<file path="config.mk">
export PLATFORM = sky130hd
export DESIGN_NAME = kps_top
export DESIGN_NICKNAME = d
export VERILOG_FILES = /design/src/hw/kps_pkg.sv /design/src/hw/kps_fifo2.sv /design/src/hw/kps_top.sv
export VERILOG_INCLUDE_DIRS = /design/src /design/src/hw
export SDC_FILE = /design/constraint.sdc
export NUM_CORES = 1
export LEC_CHECK = 0
export CELL_PAD_IN_SITES_DETAIL_PLACEMENT = 1
export CELL_PAD_IN_SITES_GLOBAL_PLACEMENT = 1
export CORE_MARGIN = 2
export CORE_UTILIZATION = 47
export CTS_CLUSTER_SIZE = 16
export DETAILED_ROUTE_END_ITERATION = 6
export DONT_BUFFER_PORTS = 1
export PLACE_DENSITY_LB_ADDON = 0.05
export REMOVE_ABC_BUFFERS = 1
export SLEW_MARGIN = 20
export SYNTH_ARGS = -nofsm -noshare
export SYNTH_HDL_FRONTEND = slang
export SYNTH_HIERARCHICAL = 1
export SYNTH_SLANG_ARGS = --single-unit
</file>
<file path="constraint.sdc">
create_clock -name CLOCK_I -period 9.39 [get_ports CLOCK_I]
set_input_delay 1.878 -clock CLOCK_I [delete_from_list [all_inputs] [get_ports CLOCK_I]]
set_output_delay 1.878 -clock CLOCK_I [all_outputs]
set_load 0.02 [all_outputs]
</file>
<file path="src/hw/kps_defines.svh">
`ifndef KPS_DEFINES_SVH
`define KPS_DEFINES_SVH

// ----------------------------------------
// Clock and oscillator
// ----------------------------------------
`define KPS_CLK_HZ 40000000
`define KPS_OSC_HZ 38000
`define KPS_OSC_DIV (`KPS_CLK_HZ / `KPS_OSC_HZ)

// ----------------------------------------
// Scan and frame timing in oscillator periods, arming in shift clock edges
// ----------------------------------------
`define KPS_SCAN_TICKS 582
`define KPS_SLOT_TICKS 48
`define KPS_FRAME_DIV 384
`define KPS_ARM_EDGES 2

// ----------------------------------------
// Matrix and readout sizes
// ----------------------------------------
`define KPS_N_DRIVE 6
`define KPS_N_SENSE 5
`define KPS_READ_BITS 32

// ----------------------------------------
// Commands and control code
// ----------------------------------------
`define KPS_CMD_KEY_READ 8'h43
`define KPS_CTRL_RESET 8'h18
`define KPS_CTRL_BIAS 7
`define KPS_CTRL_S0 6
`define KPS_CTRL_S1 5
`define KPS_CTRL_K0 4
`define KPS_CTRL_K1 3
`define KPS_CTRL_P0 2
`define KPS_CTRL_P1 1
`define KPS_CTRL_BLANK 0

`endif

</file>
<file path="src/hw/kps_pkg.sv">
package kps_pkg;

  // ----------------------------------------
  // State encodings
  // ----------------------------------------
  typedef enum logic [2:0]
  {
    SC_IDLE  = 3'h1,
    SC_RUN   = 3'h2,
    SC_JUDGE = 3'h4
  } kps_scan_e;

  typedef enum logic [2:0]
  {
    SR_CMD   = 3'h1,
    SR_WRITE = 3'h2,
    SR_READ  = 3'h4
  } kps_ser_e;

endpackage

</file>
<file path="src/hw/kps_fifo2.sv">
`timescale 1ns/10ps

module kps_fifo2
#(
  parameter int W = 30,
  parameter int DEPTH = 2
)
(
  // Clock and reset
  input wire logic clk_i,
  input wire logic rst_n_i,
  input wire logic flush_i,
  // Fill side
  input wire logic in_valid_i,
  output logic in_ready_o,
  input wire logic [W-1:0] in_data_i,
  // Drain side
  output logic out_valid_o,
  input wire logic out_ready_i,
  output logic [W-1:0] out_data_o
);

  localparam int AW = $clog2(DEPTH);

  // ----------------------------------------
  // Parameter check
  // ----------------------------------------
  generate
    if (DEPTH < 2 || (1 << AW) != DEPTH || W < 1)
    begin : g_bad_param
      $error("kps_fifo2: DEPTH must be a power of two of at least 2");
    end
  endgenerate

  typedef struct packed {
    logic [DEPTH-1:0][W-1:0] mem;
    logic [AW-1:0] wr;
    logic [AW-1:0] rd;
    logic [AW:0] cnt;
  } kps_fifo_s;

  kps_fifo_s r;
  kps_fifo_s n;
  logic push;
  logic pop;

  assign in_ready_o = (r.cnt != (AW+1)'(DEPTH));
  assign out_valid_o = (r.cnt != '0);
  assign out_data_o = r.mem[r.rd];
  assign push = in_valid_i & in_ready_o;
  assign pop = out_ready_i & out_valid_o;

  always_comb
  begin
    n = r;
    if (push)
    begin
      n.mem[r.wr] = in_data_i;
      n.wr = r.wr + AW'(1);
    end
    if (pop)
    begin
      n.rd = r.rd + AW'(1);
    end
    n.cnt = r.cnt + (AW+1)'(push) - (AW+1)'(pop);
    if (flush_i)
    begin
      n.wr = '0;
      n.rd = '0;
      n.cnt = '0;
    end
  end

  always_ff @(posedge clk_i)
  begin
    if (!rst_n_i)
    begin
      r <= '0;
    end
    else
    begin
      r <= n;
    end
  end

endmodule

</file>
<file path="src/hw/kps_top.sv">
`timescale 1ns/10ps
`include "kps_defines.svh"

module kps_top
#(
  parameter int N_DRIVE = `KPS_N_DRIVE,
  parameter int N_SENSE = `KPS_N_SENSE,
  parameter int OSC_DIV = `KPS_OSC_DIV,
  parameter int SCAN_TICKS = `KPS_SCAN_TICKS,
  parameter int SLOT_TICKS = `KPS_SLOT_TICKS
)
(
  // Clock and reset
  input wire logic CLOCK_I,
  input wire logic RST_N_I,
  // Serial command pins
  input wire logic CS_I,
  input wire logic SHIFT_CLOCK_INPUT_I,
  input wire logic SERIAL_DATA_INPUT_I,
  // Display reset pin
  input wire logic LCD_RST_N_I,
  // Key data open-drain pin
  output logic KEY_DO_O,
  output logic KEY_DO_OE_O,
  // Key matrix
  output logic [N_DRIVE-1:0] SCAN_DRIVE_LINE_O,
  input wire logic [N_SENSE-1:0] SCAN_SENSE_LINE_I,
  // Control bits
  output logic BIAS_SELECT_BIT_O,
  output logic SLEEP_SELECT_LO_O,
  output logic SLEEP_SELECT_HI_O,
  output logic KEYSEG_SELECT_LO_O,
  output logic KEYSEG_SELECT_HI_O,
  output logic EXPANSION_SELECT_LO_O,
  output logic EXPANSION_SELECT_HI_O,
  output logic DISPLAY_BLANK_BIT_O,
  // Display status
  output logic DISPLAY_ON_O,
  output logic OSC_RUN_O,
  output logic FRAME_TICK_O
);

  import kps_pkg::*;

  localparam int NK = N_DRIVE * N_SENSE;
  localparam int TAIL = SCAN_TICKS - 2 * N_DRIVE * SLOT_TICKS;
  localparam int DW = $clog2(OSC_DIV);
  localparam int SW = $clog2(SLOT_TICKS);
  localparam int TW = $clog2(TAIL + 1);
  localparam int FW = $clog2(`KPS_FRAME_DIV);

  // ----------------------------------------
  // Parameter check
  // ----------------------------------------
  generate
    if (N_DRIVE != 6 || N_SENSE != 5 || OSC_DIV < 2 || SLOT_TICKS < 2 || TAIL < 1)
    begin : g_bad_param
      $error("kps_top: matrix must be 6x5 and scan timing must leave a tail");
    end
  endgenerate

  typedef struct packed {
    logic cs_s1;
    logic cs_s2;
    logic cs_s3;
    logic sck_s1;
    logic sck_s2;
    logic sck_s3;
    logic sdi_s1;
    logic sdi_s2;
    logic [N_SENSE-1:0] sen_s1;
    logic [N_SENSE-1:0] sen_s2;
    logic lrst_s1;
    logic lrst_s2;
    logic [7:0] ctrl;
    kps_ser_e ser;
    logic [7:0] cmd_sh;
    logic [7:0] ctrl_sh;
    logic [3:0] wr_cnt;
    logic [`KPS_READ_BITS-1:0] out_sh;
    logic [5:0] bit_cnt;
    logic do_bit;
    logic do_oe;
    logic had_key;
    logic [1:0] arm_cnt;
    logic [DW-1:0] osc_div;
    logic [FW-1:0] frame_cnt;
    logic frame_tick;
    kps_scan_e scan;
    logic [SW-1:0] slot_cnt;
    logic [2:0] line;
    logic pass;
    logic [TW-1:0] tail_cnt;
    logic [NK-1:0] map_a;
    logic [NK-1:0] map_b;
    logic [N_DRIVE-1:0] drive;
    logic disp_on;
  } kps_top_s;

  kps_top_s r;
  kps_top_s n;

  logic cs_rise;
  logic cs_fall;
  logic sck_rise;
  logic sleep;
  logic osc_run;
  logic osc_tick;
  logic armed;
  logic [N_DRIVE-1:0] line_en;
  logic [N_DRIVE-1:0] standby;
  logic [N_SENSE-1:0] sense_val;
  logic [4:0] map_base;
  logic slot_end;
  logic judge_end;
  logic maps_match;
  logic push_valid;
  logic push_ready;
  logic pop_ready;
  logic key_valid;
  logic [NK-1:0] key_data;

  // ----------------------------------------
  // Edges and decoded control
  // ----------------------------------------
  assign cs_rise = r.cs_s2 & ~r.cs_s3;
  assign cs_fall = ~r.cs_s2 & r.cs_s3;
  assign sck_rise = r.sck_s2 & ~r.sck_s3;
  assign sleep = r.ctrl[`KPS_CTRL_S0] | r.ctrl[`KPS_CTRL_S1];
  assign armed = (r.arm_cnt == 2'(`KPS_ARM_EDGES));
  assign osc_run = ~sleep | (r.scan != SC_IDLE);
  assign osc_tick = osc_run & (r.osc_div == DW'(OSC_DIV - 1));
  assign slot_end = osc_tick & (r.slot_cnt == SW'(SLOT_TICKS - 1));
  assign judge_end = osc_tick & (r.tail_cnt == TW'(TAIL - 1));
  assign maps_match = (r.map_a == r.map_b);
  assign map_base = 5'(r.line) * 5'h5;
  assign sense_val = r.sen_s2 & {N_SENSE{line_en[r.line]}};

  // Drive lines given over to segments carry no keys
  always_comb
  begin
    line_en = '1;
    if (r.ctrl[`KPS_CTRL_K0])
    begin
      line_en[1:0] = 2'h0;
    end
    else if (r.ctrl[`KPS_CTRL_K1])
    begin
      line_en[0] = 1'b0;
    end
  end

  // Standby level of the drive lines per sleep mode
  always_comb
  begin
    case ({r.ctrl[`KPS_CTRL_S0], r.ctrl[`KPS_CTRL_S1]})
      2'h1: standby = 6'h20;
      2'h2: standby = 6'h30;
      default: standby = 6'h3F;
    endcase
  end

  // ----------------------------------------
  // Key buffer
  // ----------------------------------------
  assign push_valid = (r.scan == SC_JUDGE) & judge_end & maps_match & (|r.map_b);

  kps_fifo2
  #(
    .W(NK),
    .DEPTH(2)
  )
  u_key_buf
  (
    .clk_i(CLOCK_I),
    .rst_n_i(RST_N_I),
    .flush_i(~r.lrst_s2),
    .in_valid_i(push_valid),
    .in_ready_o(push_ready),
    .in_data_i(r.map_b),
    .out_valid_o(key_valid),
    .out_ready_i(pop_ready),
    .out_data_o(key_data)
  );

  assign pop_ready = (r.ser == SR_READ) & sck_rise & r.had_key & (r.bit_cnt == 6'(`KPS_READ_BITS - 1));

  // ----------------------------------------
  // Next state
  // ----------------------------------------
  always_comb
  begin
    n = r;
    n.cs_s1 = CS_I;
    n.cs_s2 = r.cs_s1;
    n.cs_s3 = r.cs_s2;
    n.sck_s1 = SHIFT_CLOCK_INPUT_I;
    n.sck_s2 = r.sck_s1;
    n.sck_s3 = r.sck_s2;
    n.sdi_s1 = SERIAL_DATA_INPUT_I;
    n.sdi_s2 = r.sdi_s1;
    n.sen_s1 = SCAN_SENSE_LINE_I;
    n.sen_s2 = r.sen_s1;
    n.lrst_s1 = LCD_RST_N_I;
    n.lrst_s2 = r.lrst_s1;

    if (sck_rise && !armed)
    begin
      n.arm_cnt = r.arm_cnt + 2'h1;
    end

    // Serial command port
    case (r.ser)
      SR_CMD:
      begin
        if (sck_rise)
        begin
          n.cmd_sh = {r.cmd_sh[6:0], r.sdi_s2};
        end
        if (cs_rise)
        begin
          if (r.cmd_sh == `KPS_CMD_KEY_READ)
          begin
            n.ser = SR_READ;
            n.out_sh = {sleep, 1'b0, key_valid ? key_data : {NK{1'b0}}};
            n.had_key = key_valid;
            n.bit_cnt = '0;
            n.do_bit = 1'b1;
          end
          else
          begin
            n.ser = SR_WRITE;
            n.wr_cnt = '0;
          end
        end
      end
      SR_WRITE:
      begin
        if (sck_rise)
        begin
          n.ctrl_sh = {r.ctrl_sh[6:0], r.sdi_s2};
          if (r.wr_cnt != 4'h8)
          begin
            n.wr_cnt = r.wr_cnt + 4'h1;
          end
        end
        if (cs_fall)
        begin
          if (r.wr_cnt == 4'h8)
          begin
            n.ctrl = r.ctrl_sh;
          end
          n.ser = SR_CMD;
          n.cmd_sh = '0;
        end
      end
      SR_READ:
      begin
        if (sck_rise && r.bit_cnt != 6'(`KPS_READ_BITS))
        begin
          n.do_bit = r.out_sh[0];
          n.out_sh = {1'b1, r.out_sh[`KPS_READ_BITS-1:1]};
          n.bit_cnt = r.bit_cnt + 6'h1;
        end
        if (cs_fall)
        begin
          n.ser = SR_CMD;
          n.cmd_sh = '0;
          n.do_bit = 1'b1;
        end
      end
      default:
      begin
        n.ser = SR_CMD;
      end
    endcase

    // Display oscillator and frame rate
    if (osc_run)
    begin
      n.osc_div = osc_tick ? '0 : r.osc_div + DW'(1);
    end
    n.frame_tick = 1'b0;
    if (osc_tick)
    begin
      if (r.frame_cnt == FW'(`KPS_FRAME_DIV - 1))
      begin
        n.frame_cnt = '0;
        n.frame_tick = 1'b1;
      end
      else
      begin
        n.frame_cnt = r.frame_cnt + FW'(1);
      end
    end

    // Key scanner
    case (r.scan)
      SC_IDLE:
      begin
        n.drive = standby & line_en;
        if (armed && (|r.sen_s2) && !key_valid && push_ready && r.lrst_s2 && (osc_tick || !osc_run))
        begin
          n.scan = SC_RUN;
          n.osc_div = '0;
          n.slot_cnt = '0;
          n.line = '0;
          n.pass = 1'b0;
          n.map_a = '0;
          n.map_b = '0;
          n.drive = line_en & N_DRIVE'(1);
        end
      end
      SC_RUN:
      begin
        if (osc_tick)
        begin
          n.slot_cnt = r.slot_cnt + SW'(1);
        end
        if (slot_end)
        begin
          n.slot_cnt = '0;
          if (r.pass)
          begin
            n.map_b[map_base +: N_SENSE] = sense_val;
          end
          else
          begin
            n.map_a[map_base +: N_SENSE] = sense_val;
          end
          if (r.line == 3'(N_DRIVE - 1))
          begin
            n.line = '0;
            n.pass = ~r.pass;
            if (r.pass)
            begin
              n.scan = SC_JUDGE;
              n.tail_cnt = '0;
            end
          end
          else
          begin
            n.line = r.line + 3'h1;
          end
          n.drive = (n.scan == SC_RUN) ? (line_en & (N_DRIVE'(1) << n.line)) : (standby & line_en);
        end
      end
      SC_JUDGE:
      begin
        n.drive = standby & line_en;
        if (osc_tick)
        begin
          n.tail_cnt = r.tail_cnt + TW'(1);
        end
        if (judge_end)
        begin
          n.scan = SC_IDLE;
          n.drive = standby & line_en;
          if (!maps_match && (|r.sen_s2))
          begin
            n.scan = SC_RUN;
            n.slot_cnt = '0;
            n.line = '0;
            n.pass = 1'b0;
            n.map_a = '0;
            n.map_b = '0;
            n.drive = line_en & N_DRIVE'(1);
          end
        end
      end
      default:
      begin
        n.scan = SC_IDLE;
      end
    endcase

    // Open-drain key output and display enable
    n.do_oe = (n.ser == SR_READ) ? ~n.do_bit : key_valid;
    n.disp_on = ~r.ctrl[`KPS_CTRL_BLANK] & ~sleep & r.lrst_s2;
  end

  // ----------------------------------------
  // State register
  // ----------------------------------------
  always_ff @(posedge CLOCK_I)
  begin
    if (!RST_N_I)
    begin
      r <= '0;
      r.ctrl <= `KPS_CTRL_RESET;
      r.ser <= SR_CMD;
      r.scan <= SC_IDLE;
      r.do_bit <= 1'b1;
    end
    else
    begin
      r <= n;
    end
  end

  // ----------------------------------------
  // Outputs
  // ----------------------------------------
  assign KEY_DO_O = 1'b0;
  assign KEY_DO_OE_O = r.do_oe;
  assign SCAN_DRIVE_LINE_O = r.drive;
  assign BIAS_SELECT_BIT_O = r.ctrl[`KPS_CTRL_BIAS];
  assign SLEEP_SELECT_LO_O = r.ctrl[`KPS_CTRL_S0];
  assign SLEEP_SELECT_HI_O = r.ctrl[`KPS_CTRL_S1];
  assign KEYSEG_SELECT_LO_O = r.ctrl[`KPS_CTRL_K0];
  assign KEYSEG_SELECT_HI_O = r.ctrl[`KPS_CTRL_K1];
  assign EXPANSION_SELECT_LO_O = r.ctrl[`KPS_CTRL_P0];
  assign EXPANSION_SELECT_HI_O = r.ctrl[`KPS_CTRL_P1];
  assign DISPLAY_BLANK_BIT_O = r.ctrl[`KPS_CTRL_BLANK];
  assign DISPLAY_ON_O = r.disp_on;
  assign OSC_RUN_O = osc_run;
  assign FRAME_TICK_O = r.frame_tick;

endmodule

</file>
Word level (Yosys, flattened, before mapping)
Index checks and enable logic that the tools add are counted.
- register bits: 262
- input port bits: 11
- output and inout port bits: 19
- add/subtract/negate cells: 13
- multiply operators: 1
- magnitude comparators: 4
- eq/ne operators: 42
- shift-type cells: 3
- multiplexer cells: 62
- bitwise operators: 28
- reduce and logical (&&, ||, !) cells: 38
- operator list (operator ; count):
    66-bit 2-to-1 mux ; 3
    66-bit case mux with 3 select lines ; 1
    30-bit 2-to-1 mux ; 6
    82-bit 2-to-1 mux ; 1
    39-bit 2-to-1 mux ; 2
    39-bit case mux with 2 select lines ; 1
    11-bit 2-to-1 mux ; 6
    30-bit bitwise mux ; 2
    60-bit bitwise mux ; 1
    43-bit 2-to-1 mux ; 1
    3-bit 2-to-1 mux ; 11
    2-bit inequality test, second input constant ; 16
    30-bit demux with 1-bit select ; 1
    30-bit == test ; 1
    10-bit case mux with 3 select lines ; 1
    30-bit OR reduction ; 1
    5-bit by 7-bit variable shift with 30-bit output, first input constant ; 1
    5-bit by 7-bit indexed part select with 30-bit output ; 1
    13-bit 2-to-1 mux ; 2
    8-bit case mux with 3 select lines ; 1
    5-bit AND reduction ; 4
    3-bit case mux with 3 select lines ; 2
    6-bit AND reduction ; 3
    1-bit bitwise AND ; 16
    other kinds (54) ; 106

Depth between registers and ports, before layout
- depth after elaboration: 12
- gate-level depth with buffers: 14
- gate-level depth less buffers: 13

Modules after synthesis
Netlist, hierarchy kept.
- by module, submodules not included (module ; instances ; cells an instance ; area an instance (sq um) ; sequential area each (sq um)):
    kps_top ; 1 ; 1143 ; 9778.1 ; 3963.8
    kps_fifo2 ; 1 ; 349 ; 3239.4 ; 1281.2

Worst setup path before layout
OpenSTA, ideal clock, no wires.
- path type: register to register
- from: reg r[71] (netlist name)
- to: reg r[52] (netlist name)
- library setup time: 0.073 ns
- arrival time: 3.137 ns
- setup slack: 6.180 ns
- stages on the path, launching flop included: 13
- buffers on the path: 4
- cell sequence: dfxtp_1 > clkbuf_1 > clkbuf_1 > inv_1 > ha_1 > inv_1 > ha_1 > clkbuf_1 > clkbuf_1 > mux2_2 > nor3_1 > nand3_1 > o21ai_1

Worst setup path after layout
- from: reg r, in the netlist SLEEP_SELECT_LO_O
- to: reg u_key_buf/r[8] (netlist name)
- word-level cells in the longest chain between the ends: 9
- ends and longest elaborated chain (element ; line ; text):
    start, declared ; kps_top.sv:100 ; kps_top_s r;
    start signal, assigned ; kps_top.sv:397 ; r <= n;
    1-bit OR ; kps_top.sv:129 ; assign sleep = r.ctrl[`KPS_CTRL_S0] | r.ctrl[`KPS_CTRL_S1];
    1-bit inverter ; kps_top.sv:131 ; assign osc_run = ~sleep | (r.scan != SC_IDLE);
    1-bit OR ; kps_top.sv:131 ;
    net OSC_RUN_O ; kps_top.sv:39 ; output logic OSC_RUN_O,
    1-bit bitwise AND ; kps_top.sv:132 ; assign osc_tick = osc_run & (r.osc_div == DW'(OSC_DIV - 1));
    1-bit bitwise AND ; kps_top.sv:134 ; assign judge_end = osc_tick & (r.tail_cnt == TW'(TAIL - 1));
    1-bit bitwise AND (3 in a row) ; kps_top.sv:166 ; assign push_valid = (r.scan == SC_JUDGE) & judge_end & maps_match & (|r.map_b);
    net push_valid ; kps_top.sv:117 ; logic push_valid;
    1-bit bitwise AND ; kps_fifo2.sv:50 ; assign push = in_valid_i & in_ready_o;
    end signal, assigned ; kps_fifo2.sv:82 ; r <= n;
    end, declared ; kps_fifo2.sv:42 ; kps_fifo_s r;
The timed path passes the listed nets, and every way through them passes these cells.
A chain may end at the register's enable or synchronous reset.

==> run summary <==
status - finished with violations
GPL Wtd Cong - 0.867
detail-routed via count per cell - 6.40
dominant cell by count in the synthesized netlist - dfxtp_1
die area - 29000 µm²
Post-CTS Resized - 0
prevailing post-synth register cell - dfxtp_1
post-route ant nets - 0
die width - 170 µm
gr ovfl total - 0
DRC viols - 4
Final Net Count - 1443
clk sink count - 262
global-route wire length before repair - 63800 µm
Num CTS Buffers - 29
Setup crit end kind - flip-flop
Pwr Density - 165 nW/µm²
synth warn - 6
Reg2Reg Depth - 11
RSZ-0062 raised after global routing - false
port buffer count - 0
critical path, cell by cell - inv_1, ha_1, nor4b_4, inv_2, nand4_2, or3_1, nor3_2, buf_4, clkinv_2, o31ai_1, a21oi_1
Max Clock Skew - 0.0104 ns
Starting Density - 0.480
antenna violations before repair - 0
slowest CP cell - clkinv_2
minimum clock period - 4.63 ns
clock slew at reported path FFs - 0.06 ns
Root Driver - clkbuf_16
failing checks - design-rule violations
P&R area growth vs syn - 7.20%
Worst setup SP type - flip-flop
# setup viols final - 0
Detailed Route WL - 39900 µm
Setup Total Neg Slack - 0 ns
First DRT Iteration DRCs - 1043
synthesized area - 13000 µm²
Post-synth ARST share - 0
min-delay worst type - flip-flop to flip-flop
TritonCTS clock tree - yes
critical path data required time - 9.83 ns
Ant. Diodes - 0
largest net degree at the start of global routing - 83
max cap viols - 0
Hold Path Cell Cnt - 1
multi-input logic area - 7000 µm²
Yosys top cell area share - 0.403
Final period util - 0.493
peak per-stage delay on the critical path - 0.99 ns
Tot GR Track Use - 0.273
number of global-route vias before repair - 11309
drt pass-1 iters - 7
Core ar. - 27100 µm²
Rows - 60
Pins Over Slew Limit - 0
Max Freq - 216 MHz
Synth cell types - 84
Arr. time, crit path - 5.06 ns
Post-Syn Instances - 1492
worst slew pin tran - 1.09 ns
clk_lat worst skew - 0.57 ns
post-synth top area cell - dfxtp_1
wire per inst - 22.1 µm
Fill cells - 3119
register area - 5250 µm²
layout cells sized above 1 - 0.108
top post-synthesis cells by area - dfxtp_1, a21oi_1, o31ai_1, nand4_1, nor2_1
hold_buf cts - 0
H-tree lvl count - 1
Synth Register Bits - 262
postcts setup bufs - 0
DR vias - 11564
Post-DP HPWL - 25700 µm
largest vdd supply drop - 0.000127 V
Post-synth EDFFs - 0
Leak Pwr - 4.57 nW
Fin. Hold Viols - 0
Post-Synthesis Mean Instance Area - 8.72 µm²
die height - 170 µm
Total Power - 2.30 mW
CP Class - flip-flop to flip-flop
Rel. slew slack - 0.274
Final Util - 0.515
IO Pins - 30
Seq/Total Area, Yosys - 0.403
CP max FO - 67
synth cell count leaders - dfxtp_1, nor2_1, a21oi_1, nand2_1, nand4_1
Longest Clk Path Bufs - 3
registers in the layout, summed over array words and instances, names as in the netlist, 6 cells and up:
| name | cells |
|---|---|
| n | 11 |
| SCAN_DRIVE_LINE_O | 6 |
| r | 170 |
| u_key_buf/r | 64 |
kinds of logic after synthesis:
group / count (synthesis) / share of synthesized area
AND/OR/NAND/NOR: 495 / 0.199
AO/OA/AOI/OAI: 449 / 0.236
flip-flops: 262 / 0.403
buffers and inverters: 157 / 0.0616
XOR/XNOR: 56 / 0.0383
multiplexers: 52 / 0.0432
adder cells (fa/ha/maj): 20 / 0.0192
other: 1 / 0.000288
path summary, 6_finish.rpt:
kind                                       start  slack (ns)                     endpoint
setup / recovery  SLEEP_SELECT_LO_O$_SDFFE_PN0P_        4.76  u_key_buf/r[8]$_SDFFE_PN0P_
hold / removal                 n[183]$_SDFF_PN0_        0.43            r[183]$_SDFF_PN0_
setup reg to reg  SLEEP_SELECT_LO_O$_SDFFE_PN0P_        4.76  u_key_buf/r[8]$_SDFFE_PN0P_
hold reg to reg                n[183]$_SDFF_PN0_        0.43            r[183]$_SDFF_PN0_
cell type report:
class	count	share of cell area
clock buffer	46	0.0630
inverter	27	0.00834
multi-input combinational	1073	0.502
tap	372	0.0334
timing repair buffer	19	0.0117
clock inverter	8	0.00592
sequential	262	0.376
critical path: cells and delay by family (launching register included):
family	cells	cell delay [ns]
and+or+nand+nor	4	1.07
AOI/OAI and AO/OA	2	0.70
adders and majority gates	1	0.32
buffers and inverters	4	1.95
DFF	1	0.40
stage by stage:
step           setup slack (ns)  std cells  hold slack, ns  area, µm²
6_report                   4.76       1807           0.432      14000
3_3_place_gp               5.27       1752           0.412      13000
4_1_cts                    5.20       1806           0.434      13900
2_1_floorplan              2.32       1362           0.412      12300
3_5_place_dp               5.23       1752           0.421      13000
5_1_grt                    4.47       1807           0.449      14000
metal layers:
layer,routed length [µm],vias to the layer above,GRT usage
met2,18400,263,0.450
met1,18600,5780,0.377
met3,1830,70,0.0340
met4,1040,0,0.0758
met5,0,-,0
li1,-,5451,-
cells in the final DEF (no fill, tap or decap), types with 8 or more instances in the layout:
master,instances
clkbuf_8,9
nand3_1,40
mux2i_1,19
mux2_2,33
nand2b_1,9
nor2_1,128
a21oi_1,113
nor2b_1,11
o31ai_1,70
nand4_1,82
buf_4,18
nor4_1,13
nor3_1,23
ha_1,20
dfxtp_1,261
nand2_1,101
a222oi_1,30
xor2_1,14
clkbuf_16,29
or3_1,11
inv_1,21
xnor2_1,41
o21ai_0,50
o21ai_1,9
a31o_2,19
and2_1,26
a211oi_1,26
a31oi_1,45
clkbuf_1,8
a22oi_1,10
where the power goes:
part / leakage [nW] / total [mW] / switching, mW / internal, mW
logic: 1.98 / 0.0328 / 0.0240 / 0.00879
clock network: 0.475 / 1.14 / 0.474 / 0.669
registers: 2.12 / 1.12 / 0.00637 / 1.12
(Power assumes the default switching activity.)
